==> src/ext_bus_pkg.sv <==
// Shared constants, register map and state encoding of the external bus controller.
// Assumes a single 100 MHz clock and an AXI4-Lite register port with 32-bit data.
package ext_bus_pkg;

	// ----------------------------------------------------------------
	// Clocking
	// ----------------------------------------------------------------
	localparam int unsigned CLK_PERIOD_NS      = 10;
	localparam int unsigned TCL_NS             = 10;
	localparam int unsigned ASYNC_READY_LOW_NS = 2 * TCL_NS + 10;
	localparam int unsigned ASYNC_READY_LOW_CYC =
		(ASYNC_READY_LOW_NS + CLK_PERIOD_NS - 1) / CLK_PERIOD_NS;

	// ----------------------------------------------------------------
	// Register map
	// ----------------------------------------------------------------
	localparam int unsigned ADDR_W      = 8;
	localparam logic [7:0]  ADDR_CTRL   = 8'h00;
	localparam logic [7:0]  ADDR_STATUS = 8'h04;
	localparam logic [7:0]  ADDR_WAITS  = 8'h08;

	localparam int unsigned CTRL_W          = 8;
	localparam int unsigned CTRL_MUX_BIT    = 0;
	localparam int unsigned CTRL_TRI_BIT    = 1;
	localparam int unsigned CTRL_ASYNC_BIT  = 2;
	localparam int unsigned CTRL_RWD_BIT    = 3;
	localparam int unsigned CTRL_MEMORY_CYCLE_WAIT_STATES_LSB   = 4;
	localparam int unsigned MEMORY_CYCLE_WAIT_STATES_W          = 4;
	localparam logic [7:0]  CTRL_RESET      = 8'h04;

	localparam int unsigned STAT_STATE_LSB  = 0;
	localparam int unsigned STAT_HOLD_ACKNOWLEDGE_BIT   = 3;
	localparam int unsigned STAT_BUS_REGAIN_REQUEST_BIT   = 4;
	localparam int unsigned STAT_BUSY_BIT   = 5;
	localparam int unsigned STAT_HOLDREQ_BIT = 6;

	localparam logic [1:0]  RESP_OKAY   = 2'h0;
	localparam logic [1:0]  RESP_DECERR = 2'h3;

	// ----------------------------------------------------------------
	// Bus side
	// ----------------------------------------------------------------
	localparam int unsigned CS_NUM    = 5;
	localparam int unsigned WAIT_CNT_W = 8;

	typedef enum logic [2:0] {
		ST_IDLE   = 3'h0,
		ST_ADDR   = 3'h1,
		ST_RWDLY  = 3'h3,
		ST_MCWAIT = 3'h2,
		ST_CMD    = 3'h6,
		ST_MUXW   = 3'h7,
		ST_TRIW   = 3'h5,
		ST_HOLD   = 3'h4
	} bus_state_t;

endpackage

==> src/ext_bus_ctrl.sv <==
// External bus cycle control: ready wait states and hold arbitration, with an AXI4-Lite port.
// Assumes the internal bus controller holds cycle_req_i until cycle_done_o pulses.
// Contract
// - At the ready sample, ready high adds a wait state; low ends the cycle.
// - Async mode uses the synchroniser; sync mode samples ready on the bus clock edge.
// - Programmed memory wait states, possibly zero, come before the ready sample.
// - The command's leading edge follows the read/write delay option.
// - Multiplexed mode adds one wait after each cycle, plus an optional tristate wait.
// - Gap is two bus clocks for mux with tristate, zero for demux without.
// - Hold is sampled on bus clock edges; acknowledge and regain request driven there.
// - A running cycle finishes before hold acknowledge and bus release.
// - On release the chip selects are not driven; pull-ups hold them high.
// - Regain starts only when hold is removed, even after an early regain request.
//
// Implementation choices: the AXI4-Lite slave port and the placing of the registers.
module ext_bus_ctrl
	import ext_bus_pkg::*;
(
	input  wire logic              clk_i,
	input  wire logic              nrst_i,
	// AXI4-Lite
	input  wire logic [ADDR_W-1:0] s_axi_awaddr,
	input  wire logic              s_axi_awvalid,
	output logic                   s_axi_awready,
	input  wire logic [31:0]       s_axi_wdata,
	input  wire logic [3:0]        s_axi_wstrb,
	input  wire logic              s_axi_wvalid,
	output logic                   s_axi_wready,
	output logic [1:0]             s_axi_bresp,
	output logic                   s_axi_bvalid,
	input  wire logic              s_axi_bready,
	input  wire logic [ADDR_W-1:0] s_axi_araddr,
	input  wire logic              s_axi_arvalid,
	output logic                   s_axi_arready,
	output logic [31:0]            s_axi_rdata,
	output logic [1:0]             s_axi_rresp,
	output logic                   s_axi_rvalid,
	input  wire logic              s_axi_rready,
	// Internal bus controller
	input  wire logic              cycle_req_i,
	input  wire logic              cycle_we_i,
	input  wire logic [CS_NUM-1:0] cycle_cs_i,
	output logic                   cycle_done_o,
	// Pins
	output logic                   bus_clock_output_o,
	input  wire logic              ready_n_i,
	input  wire logic              hold_n_i,
	output logic                   hold_acknowledge_n_o,
	output logic                   bus_regain_request_n_o,
	output logic [CS_NUM-1:0]      chip_select_outputs_n_o,
	output logic                   chip_select_outputs_oe_o,
	output logic                   rd_n_o,
	output logic                   wr_n_o,
	output logic                   bus_oe_o
);

	// ----------------------------------------------------------------
	// State
	// ----------------------------------------------------------------
	typedef struct packed {
		logic                  phase;
		bus_state_t            st;
		logic                  we;
		logic [CS_NUM-1:0]     cs_n;
		logic                  cs_oe;
		logic                  rd_n;
		logic                  wr_n;
		logic                  bus_oe;
		logic                  hold_acknowledge_n;
		logic                  bus_regain_request_n;
		logic                  done;
		logic [WAIT_CNT_W-1:0] waits;
		logic [WAIT_CNT_W-1:0] last_waits;
		logic [CTRL_W-1:0]     ctrl;
		logic                  aw_have;
		logic [ADDR_W-1:0]     aw_addr;
		logic                  w_have;
		logic [31:0]           w_data;
		logic [3:0]            w_strb;
		logic                  bvalid;
		logic [1:0]            bresp;
		logic                  rvalid;
		logic [31:0]           rdata;
		logic [1:0]            rresp;
	} regs_t;

	regs_t q, d;

	logic tick;
	logic rdy_direct_n, rdy_stable_n, rdy_n;
	logic hold_stable_n;
	logic mc_load, mc_dec, mc_last;
	logic [MEMORY_CYCLE_WAIT_STATES_W-1:0] memory_cycle_wait_states;

	// ----------------------------------------------------------------
	// Pin synchronisers and wait counter
	// ----------------------------------------------------------------
	pin_sync #(.RST_VAL(1'b1)) u_ready_sync (
		.clk_i    (clk_i),
		.nrst_i   (nrst_i),
		.pin_i    (ready_n_i),
		.direct_o (rdy_direct_n),
		.stable_o (rdy_stable_n)
	);

	pin_sync #(.RST_VAL(1'b1)) u_hold_sync (
		.clk_i    (clk_i),
		.nrst_i   (nrst_i),
		.pin_i    (hold_n_i),
		.direct_o (),
		.stable_o (hold_stable_n)
	);

	wait_counter u_memory_cycle_wait_states (
		.clk_i      (clk_i),
		.nrst_i     (nrst_i),
		.load_i     (mc_load),
		.load_val_i (memory_cycle_wait_states),
		.dec_i      (mc_dec),
		.last_o     (mc_last)
	);

	// Bus clock is half the core clock; every bus move happens as it falls
	assign tick = q.phase;
	assign memory_cycle_wait_states = q.ctrl[CTRL_MEMORY_CYCLE_WAIT_STATES_LSB +: MEMORY_CYCLE_WAIT_STATES_W];
	assign rdy_n = q.ctrl[CTRL_ASYNC_BIT] ? rdy_stable_n : rdy_direct_n;
	assign mc_load = tick && ((q.st == ST_ADDR && !q.ctrl[CTRL_RWD_BIT]) || q.st == ST_RWDLY);
	assign mc_dec = tick && (q.st == ST_MCWAIT);

	// ----------------------------------------------------------------
	// Next state
	// ----------------------------------------------------------------
	always_comb begin
		d = q;
		d.phase = !q.phase;
		d.done = 1'b0;

		if (tick) begin
			case (q.st)
				ST_IDLE: begin
					if (!hold_stable_n) begin
						d.hold_acknowledge_n = 1'b0;
						d.cs_oe = 1'b0;
						d.bus_oe = 1'b0;
						d.st = ST_HOLD;
					end else if (cycle_req_i) begin
						d.we = cycle_we_i;
						d.cs_n = ~cycle_cs_i;
						d.st = ST_ADDR;
					end
				end
				ST_ADDR, ST_RWDLY: begin
					if (q.st == ST_ADDR && q.ctrl[CTRL_RWD_BIT]) begin
						d.st = ST_RWDLY;
					end else begin
						d.rd_n = q.we;
						d.wr_n = !q.we;
						d.st = (memory_cycle_wait_states == '0) ? ST_CMD : ST_MCWAIT;
					end
				end
				ST_MCWAIT: begin
					if (mc_last) begin
						d.st = ST_CMD;
					end
				end
				ST_CMD: begin
					if (rdy_n) begin
						if (q.waits != '1) begin
							d.waits = q.waits + WAIT_CNT_W'(1);
						end
					end else begin
						d.rd_n = 1'b1;
						d.wr_n = 1'b1;
						d.cs_n = '1;
						d.done = 1'b1;
						d.last_waits = q.waits;
						d.waits = '0;
						if (q.ctrl[CTRL_MUX_BIT]) begin
							d.st = ST_MUXW;
						end else if (q.ctrl[CTRL_TRI_BIT]) begin
							d.st = ST_TRIW;
						end else begin
							d.st = ST_IDLE;
						end
					end
				end
				ST_MUXW: begin
					d.st = q.ctrl[CTRL_TRI_BIT] ? ST_TRIW : ST_IDLE;
				end
				ST_TRIW: begin
					d.st = ST_IDLE;
				end
				ST_HOLD: begin
					if (hold_stable_n) begin
						d.hold_acknowledge_n = 1'b1;
						d.bus_regain_request_n = 1'b1;
						d.cs_oe = 1'b1;
						d.bus_oe = 1'b1;
						d.st = ST_IDLE;
					end else begin
						d.bus_regain_request_n = !cycle_req_i;
					end
				end
				default: begin
					d.st = ST_IDLE;
				end
			endcase
		end

		// Register write
		if (s_axi_awvalid && !q.aw_have) begin
			d.aw_have = 1'b1;
			d.aw_addr = s_axi_awaddr;
		end
		if (s_axi_wvalid && !q.w_have) begin
			d.w_have = 1'b1;
			d.w_data = s_axi_wdata;
			d.w_strb = s_axi_wstrb;
		end
		if (q.aw_have && q.w_have && !q.bvalid) begin
			d.aw_have = 1'b0;
			d.w_have = 1'b0;
			d.bvalid = 1'b1;
			d.bresp = RESP_OKAY;
			case (q.aw_addr)
				ADDR_CTRL: begin
					if (q.w_strb[0]) begin
						d.ctrl = q.w_data[CTRL_W-1:0];
					end
				end
				ADDR_STATUS, ADDR_WAITS: begin
					d.bresp = RESP_OKAY;
				end
				default: begin
					d.bresp = RESP_DECERR;
				end
			endcase
		end
		if (q.bvalid && s_axi_bready) begin
			d.bvalid = 1'b0;
		end

		// Register read
		if (q.rvalid && s_axi_rready) begin
			d.rvalid = 1'b0;
		end
		if (s_axi_arvalid && !q.rvalid) begin
			d.rvalid = 1'b1;
			d.rresp = RESP_OKAY;
			d.rdata = '0;
			case (s_axi_araddr)
				ADDR_CTRL: begin
					d.rdata[CTRL_W-1:0] = q.ctrl;
				end
				ADDR_STATUS: begin
					d.rdata[STAT_STATE_LSB +: 3] = q.st;
					d.rdata[STAT_HOLD_ACKNOWLEDGE_BIT] = !q.hold_acknowledge_n;
					d.rdata[STAT_BUS_REGAIN_REQUEST_BIT] = !q.bus_regain_request_n;
					d.rdata[STAT_BUSY_BIT] = (q.st != ST_IDLE) && (q.st != ST_HOLD);
					d.rdata[STAT_HOLDREQ_BIT] = !hold_stable_n;
				end
				ADDR_WAITS: begin
					d.rdata[WAIT_CNT_W-1:0] = q.last_waits;
				end
				default: begin
					d.rresp = RESP_DECERR;
				end
			endcase
		end
	end

	always_ff @(posedge clk_i or negedge nrst_i) begin
		if (!nrst_i) begin
			q <= '{
				phase: 1'b0, st: ST_IDLE, we: 1'b0, cs_n: '1, cs_oe: 1'b1,
				rd_n: 1'b1, wr_n: 1'b1, bus_oe: 1'b1, hold_acknowledge_n: 1'b1, bus_regain_request_n: 1'b1,
				done: 1'b0, waits: '0, last_waits: '0, ctrl: CTRL_RESET,
				aw_have: 1'b0, aw_addr: '0, w_have: 1'b0, w_data: '0, w_strb: '0,
				bvalid: 1'b0, bresp: RESP_OKAY, rvalid: 1'b0, rdata: '0, rresp: RESP_OKAY
			};
		end else begin
			q <= d;
		end
	end

	// ----------------------------------------------------------------
	// Outputs
	// ----------------------------------------------------------------
	assign s_axi_awready = !q.aw_have;
	assign s_axi_wready = !q.w_have;
	assign s_axi_bvalid = q.bvalid;
	assign s_axi_bresp = q.bresp;
	assign s_axi_arready = !q.rvalid;
	assign s_axi_rvalid = q.rvalid;
	assign s_axi_rdata = q.rdata;
	assign s_axi_rresp = q.rresp;

	assign cycle_done_o = q.done;
	assign bus_clock_output_o = q.phase;
	assign hold_acknowledge_n_o = q.hold_acknowledge_n;
	assign bus_regain_request_n_o = q.bus_regain_request_n;
	assign chip_select_outputs_n_o = q.cs_n;
	assign chip_select_outputs_oe_o = q.cs_oe;
	assign rd_n_o = q.rd_n;
	assign wr_n_o = q.wr_n;
	assign bus_oe_o = q.bus_oe;

endmodule

==> src/pin_sync.sv <==
// Three-stage synchroniser for one pin input.
// Assumes the input is asynchronous to clk_i; stable output moves once stages two and three agree.
module pin_sync #(
	parameter logic RST_VAL = 1'b1
) (
	input  wire logic clk_i,
	input  wire logic nrst_i,
	input  wire logic pin_i,
	output logic      direct_o,
	output logic      stable_o
);

	typedef struct packed {
		logic s1;
		logic s2;
		logic s3;
		logic stable;
	} sync_t;

	sync_t q, d;

	always_comb begin
		d = q;
		d.s1 = pin_i;
		d.s2 = q.s1;
		d.s3 = q.s2;
		if (q.s2 == q.s3) begin
			d.stable = q.s3;
		end
	end

	always_ff @(posedge clk_i or negedge nrst_i) begin
		if (!nrst_i) begin
			q <= '{s1: RST_VAL, s2: RST_VAL, s3: RST_VAL, stable: RST_VAL};
		end else begin
			q <= d;
		end
	end

	assign direct_o = q.s2;
	assign stable_o = q.stable;

endmodule

==> src/wait_counter.sv <==
// Loadable down counter for programmed wait states.
// Assumes load and decrement are never requested in the same cycle.
module wait_counter
	import ext_bus_pkg::*;
(
	input  wire logic              clk_i,
	input  wire logic              nrst_i,
	input  wire logic              load_i,
	input  wire logic [MEMORY_CYCLE_WAIT_STATES_W-1:0] load_val_i,
	input  wire logic              dec_i,
	output logic                   last_o
);

	typedef struct packed {
		logic [MEMORY_CYCLE_WAIT_STATES_W-1:0] cnt;
	} cnt_t;

	cnt_t q, d;

	always_comb begin
		d = q;
		if (load_i) begin
			d.cnt = load_val_i;
		end else if (dec_i && (q.cnt != '0)) begin
			d.cnt = q.cnt - MEMORY_CYCLE_WAIT_STATES_W'(1);
		end
	end

	always_ff @(posedge clk_i or negedge nrst_i) begin
		if (!nrst_i) begin
			q <= '0;
		end else begin
			q <= d;
		end
	end

	assign last_o = (q.cnt == MEMORY_CYCLE_WAIT_STATES_W'(1));

endmodule

==> config.mk <==
export PLATFORM = sky130hd
export DESIGN_NAME = ext_bus_ctrl
export DESIGN_NICKNAME = d
export VERILOG_FILES = /design/src/ext_bus_pkg.sv /design/src/ext_bus_ctrl.sv /design/src/pin_sync.sv /design/src/wait_counter.sv
export SDC_FILE = /design/constraint.sdc
export NUM_CORES = 1
export LEC_CHECK = 0
export ABC_AREA = 0
export BUFFER_PORTS_ARGS = -buffer_cell sky130_fd_sc_hd__buf_2
export CORE_ASPECT_RATIO = 1.75
export CORE_MARGIN = 4
export CORE_UTILIZATION = 40
export DETAILED_ROUTE_END_ITERATION = 10
export SETUP_SLACK_MARGIN = 0.2
export SLEW_MARGIN = 20
export SYNTH_ARGS = -nofsm -noshare
export SYNTH_HDL_FRONTEND = slang
export SYNTH_HIERARCHICAL = 1
export SYNTH_SLANG_ARGS = --single-unit
==> constraint.sdc <==
create_clock -name clk_i -period 4.7 [get_ports clk_i]
set_input_delay 0.47 -clock clk_i [delete_from_list [all_inputs] [get_ports clk_i]]
set_output_delay 0.47 -clock clk_i [all_outputs]
set_load 0.005 [all_outputs]
==> impl_metrics.yaml, run 1 <==
global_route:
  grt_pass1_wl_mm: 13.22
  grt.total_usage: 0.1391
  grt_start_max_net_pins: 83
  antenna_found_initial: 0
  grt-ovfl-total: 0
  grt_pass1_vias: 2747
route:
  drtIter0Drc: 159
  ant_nets: 0
  avgViaCountPerCell: 5.102
  wl_mm: 8.019
  drc: 0
  wl_per_cell_um: 14.85
  via_count: 2755
  drtPass1Iterations: 4
timing:
  rsz0062_at_grt: "false"
  setup_violations: 0
  post-route-min-period_ps: 2351
  slew_viol_final: 0
  tightest_slew_ps: 955.1
  tns_ps: 0
  final_hold_viol_count: 0
  finClkSkew_ps: 7.023
  min_period_over_period: 0.5001
  max_slew_margin: 0.3543
  max_clock_freq_mhz: 425.4
cts:
  clockBufferDepth: 2
  ctsResizeCount: 0
  clockRootBuffer: "clkbuf_16"
  cts_sinks: 82
  cts_tree: "built"
  post_cts_buffers: 0
  clkTransAtPathRegs_ps: 60
  htreeDepth: 3
  insertion_delay_ps: 340
  cts_hold_buf: 0
  cts-buffers-inserted: 9
pwr:
  switchingPower_uw: 751.3
  power_frac_seq: 0.454
  pwr-share-clk: 0.285
  p_comb_frac: 0.262
  swShare: 0.3064
  p_int_mw: 1.700
  leakage_nw: 2.156
  powerDensity_nw_per_um2: 533.8
  ir_drop_mv: 0.2935
synthesis:
  synthArstFlopShare: 1.000
  synth_edf_count: 0
  synth_commonest_cells: "64 x dfrtp_1, 44 x buf_4, 29 x mux2_2"
  synth_cells: 363
  yosysSeqAreaShare: 0.5075
  post-synth-top-area-cell: "dfrtp_1"
  synth.cell_area_um2: 4088
  synth_seq_cells: 82
  synthTopCellsByArea: "dfrtp_1 39%, dfstp_2 12%, buf_4 8.1%"
  yosys_warnings: 6
  synth_top_area_frac: 0.3918
  synth_most_common_cell: "dfrtp_1"
  synth.distinct_cells: 55
  synthFlopType: "dfrtp_1"
  syn-mean-instance-area_um2: 11.26
finish:
  insertedDiodeCount: 0
  final_nets: 481
  drive_above_1_share: 0.3566
  stdcell_area_um2: 4593
  synthToLayoutAreaGrowth_pct: 12.37
  fin_util: 0.4635
setup_path:
  reg2reg_slack_ps: 2350
  crit_required_ps: 4910
  crit_type: "register to register"
  r2r_start: "q[121]$_DFFE_PN0P_"
  ff2ff_path_depth: 4
  arrival_ps: 2560
  r2r_end: "u_memory_cycle_wait_states/q[3]$_DFFE_PN0P_"
  start_kind: "register"
  endpoint_kind: "register"
  worst-path-max-fanout: 17
floorplan:
  start_util: 0.4125
  die_area_um2: 11960
  die_x_um: 84.42
  rows: 48
  ios: 122
  design.core.area_um2: 9910
  die_y_um: 141.7
placed_design:
  placed_area_um2: 4292
  gp_congestion: 0.7967
  io_buffer_count: 70
  hpwl_mm: 5.996
hold_path:
  hold_class: "input pin to asynchronous set/reset pin"
flow_run:
  cap_violations: 0
status:
  outcome: "completed"
## cells in the final DEF, fill, tap and decap left out, types with 3 or more instances in the layout
cell	count
a21oi_1	11
a22o_1	8
a2bb2oi_1	5
a31oi_1	4
buf_2	69
clkbuf_16	9
conb_1	24
dfrtp_1	64
dfstp_2	18
ha_1	3
inv_1	15
mux2_2	29
mux2_4	8
mux2i_1	11
nand2_1	26
nand3_1	6
nor2_1	16
nor2b_1	7
nor3_1	4
nor3b_1	4
o211ai_1	4
o21a_1	3
o21ai_0	16
## worst max path at each step
stage | startpoint | end | slack, ps | depth (start not counted)
floorplan | q[121]$_DFFE_PN0P_ | u_memory_cycle_wait_states/q[3]$_DFFE_PN0P_ | 2620 | 6
global placement | bus_clock_output_o$_DFF_PN0_ | u_memory_cycle_wait_states/q[3]$_DFFE_PN0P_ | 2420 | 5
detailed placement | bus_clock_output_o$_DFF_PN0_ | u_memory_cycle_wait_states/q[3]$_DFFE_PN0P_ | 2360 | 5
CTS | bus_clock_output_o$_DFF_PN0_ | u_memory_cycle_wait_states/q[3]$_DFFE_PN0P_ | 2350 | 5
global route | bus_clock_output_o$_DFF_PN0_ | u_memory_cycle_wait_states/q[3]$_DFFE_PN0P_ | 2180 | 5
finish | q[121]$_DFFE_PN0P_ | u_memory_cycle_wait_states/q[3]$_DFFE_PN0P_ | 2350 | 4
## cell type report
cell class                 instances  area [um2]
sequential                        82        2074
tap                              125       156.4
clock inverter                     5       55.05
multi-input combinational        232        1652
timing repair buffer              70       356.6
clock buffer                      11       242.7
fill                             959        5316
inverter                          15       56.30
## logic make-up after synthesis
| kind of cell | after synthesis | synth area share |
|---|---|---|
| AO/OA/AOI/OAI | 71 | 0.1191 |
| adder cells (fa/ha/maj) | 5 | 0.01469 |
| buffers and inverters | 72 | 0.1096 |
| flip-flops | 82 | 0.5075 |
| multiplexers | 48 | 0.1362 |
| other | 1 | 0.0009174 |
| AND/OR/NAND/NOR | 84 | 0.1120 |
## metal layers
layer / part of all wire / GRT usage / wire [um]
met4: 0.032 / 0.08257 / 259
met5: 0 / 0 / 0
met3: 0.060 / 0.02324 / 484
met2: 0.52 / 0.2456 / 4168
met1: 0.39 / 0.1555 / 3107
## per-stage QoR
step | total power, mW | instances | setup WS, ps | hold WS, ps
detailed placement | 1.776 | 524 | 2363 | 347.2
floorplan | 1.627 | 386 | 2617 | 174.4
CTS | 2.482 | 540 | 2350 | 221.5
global placement | 1.749 | 524 | 2423 | 346.9
global route | 2.615 | 540 | 2177 | 220.1
finish | 2.452 | 540 | 2349 | 170.1
## sequential cells by signal (all words and copies together), names as in the netlist, 4 cells and up
name and count:
s_axi_rdata 8, q 43, chip_select_outputs_n_o 5, u_memory_cycle_wait_states/q 4, memory_cycle_wait_states 4
## power groups by stage
stage	combinational, mW	clock (mW)	sequential (mW)
detailed placement	0.652	0	1.12
finish	0.642	0.698	1.11
global route	0.723	0.744	1.15
floorplan	0.581	0	1.05
CTS	0.653	0.717	1.11
global placement	0.635	0	1.11
## critical path: stages (launching register included)
cell and delay, ps:
dfrtp_1 560, nor4b_1 910, nor4b_2 400, nor3b_1 90, a221o_1 270
Note: power is estimated with default switching activity, not from simulation.
==> run 2, diff against run 1 <==
--- a/config.mk
+++ b/config.mk
@@ -11,6 +11,7 @@
 export CORE_MARGIN = 4
 export CORE_UTILIZATION = 40
 export DETAILED_ROUTE_END_ITERATION = 10
+export PLACE_DENSITY = 0.67
 export SETUP_SLACK_MARGIN = 0.2
 export SLEW_MARGIN = 20
 export SYNTH_ARGS = -nofsm -noshare
==> constraint.sdc (replaced) <==
create_clock -name clk_i -period 2.05 [get_ports clk_i]
set_input_delay 0.205 -clock clk_i [delete_from_list [all_inputs] [get_ports clk_i]]
set_output_delay 0.205 -clock clk_i [all_outputs]
set_load 0.005 [all_outputs]
==> impl_metrics.yaml, run 2 (synthesis gave the netlist of run 1 again) <==
cts:
  clockRootBuffer: "clkbuf_16"
  cts-buffers-inserted: 9
  cts_sinks: 82
  clockBufferDepth: 2
  clkTransAtPathRegs_ps: 60
  cts_tree: "built"
  htreeDepth: 3
  insertion_delay_ps: 340
flow_run:
  cap_violations: 0
timing:
  slew_viol_final: 0
  max_clock_freq_mhz: 567.1
  post-route-min-period_ps: 1763
  tns_ps: 0
  fin_ws_ps: 286.7
  max_slew_margin: 0.6479
  final_hold_viol_count: 0
  tightest_slew_ps: 527.1
  whs_ps: 43.64
  setup_violations: 0
  min_period_over_period: 0.8602
  finClkSkew_ps: 5.092
  rsz0062_at_grt: "false"
floorplan:
  die_area_um2: 11960
  start_util: 0.4125
  ios: 122
  rows: 48
  design.core.area_um2: 9910
  die_x_um: 84.42
  die_y_um: 141.7
status:
  outcome: "completed"
finish:
  fin_cells: 566
  drive_above_1_share: 0.3878
  synthToLayoutAreaGrowth_pct: 18.27
  final_nets: 507
  insertedDiodeCount: 0
  regMostFlops: "q"
  most-common-layout-cells: "69 x buf_2, 64 x dfrtp_1, 29 x mux2_2"
  final_common_cell: "buf_2"
  largest_reg_flops: 43
hold_path:
  hold_depth: 2
  hold_class: "input pin to register"
route:
  routed-wl-met3_um: 516
  ant_nets: 0
  drtIter0Drc: 103
  drc: 0
  via_count: 2966
  routed.top_layer: "met4"
  wl_met1_mm: 3.134
  met2WireLength_mm: 4.487
  wl_mm: 8.543
  drtPass1Iterations: 4
  avgViaCountPerCell: 5.240
  wl_per_cell_um: 15.09
setup_path:
  ff2ff_path_depth: 4
  crit_type: "register to register"
  arrival_ps: 1980
  crit_required_ps: 2270
  endpoint_kind: "register"
  worst-path-max-fanout: 8
  start_kind: "register"
placed_design:
  io_buffer_count: 70
  hpwl_mm: 6.428
  dp.cells: 542
  gp_congestion: 0.8255
  place_ws_ps: 94.19
pwr:
  leakage_nw: 2.281
  ir_drop_mv: 0.7005
  powerDensity_nw_per_um2: 1184
global_route:
  grt_pass1_wl_mm: 14.21
  grt_start_max_net_pins: 51
  grt-ovfl-total: 0
  grt.total_usage: 0.1504
  antenna_found_initial: 0
  grt_pass1_vias: 2986
-- run 2: worst paths after layout --
check	from	end	slack, ps
hold / removal	s_axi_bready	s_axi_bvalid$_DFFE_PN0P_	40
hold reg to reg	u_hold_sync/d[2]$_DFF_PN1_	u_hold_sync/direct_o$_DFF_PN1_	350
max in group asynchronous	nrst_i	u_ready_sync/stable_o$_DFFE_PN1N_	1020
setup reg to reg	q[80]$_DFFE_PN0P_	memory_cycle_wait_states[0]$_DFFE_PN0P_	290
setup / recovery	q[80]$_DFFE_PN0P_	memory_cycle_wait_states[0]$_DFFE_PN0P_	290
min in group asynchronous	nrst_i	u_memory_cycle_wait_states/q[3]$_DFFE_PN0P_	370
-- run 2: timing repair --
item / in CTS / in global routing
hold buffers: 8 / 0
endpoints found under the setup margin: 8 / 12
gates resized for setup: 1 / 4
hold endpoints to repair: 30 / 0
buffers inserted: 0 / 0
pin swaps: 0 / 0
-- run 2: layer usage --
metal | track usage | vias up
met4 | 0.1109 | 0
met2 | 0.2610 | 111
met5 | 0 | -
met1 | 0.1603 | 1450
li1 | - | 1376
met3 | 0.02847 | 29
-- run 2: layout make-up --
type / count / area [um2]
multi-input cells: 232 / 1682
fillers: 914 / 5075
clock inverters: 5 / 30.03
well taps: 125 / 156.4
repair buffers: 96 / 593.1
clock buffers: 11 / 242.7
flip-flops and latches: 82 / 2074
inverters: 15 / 56.30
-- run 2: per-stage QoR --
stage                     cell area, um2    util  total power, mW
final                               4835  0.4879            5.723
after global routing                4835  0.4879            6.117
after CTS                           4825  0.4869            5.801
after detailed placement            4467  0.4508            4.272
after global placement              4467  0.4508            4.186
after floorplan                     4189       -            3.752
-- run 2: power breakdown --
part           leakage [nW]  switching (mW)  total (mW)  internal [mW]
sequential             1.01           0.341        2.47           2.12
combinational          1.14           0.828        1.79          0.960
clock                 0.131           0.622        1.47          0.846
total                  2.28            1.79        5.72           3.93
-- run 2: worst max-delay path, cell delays in order (launching register included) --
cell and delay (ps):
dfrtp_1 390, nor4_2 330, nand2_1 110, or3_4 490, mux2_4 320
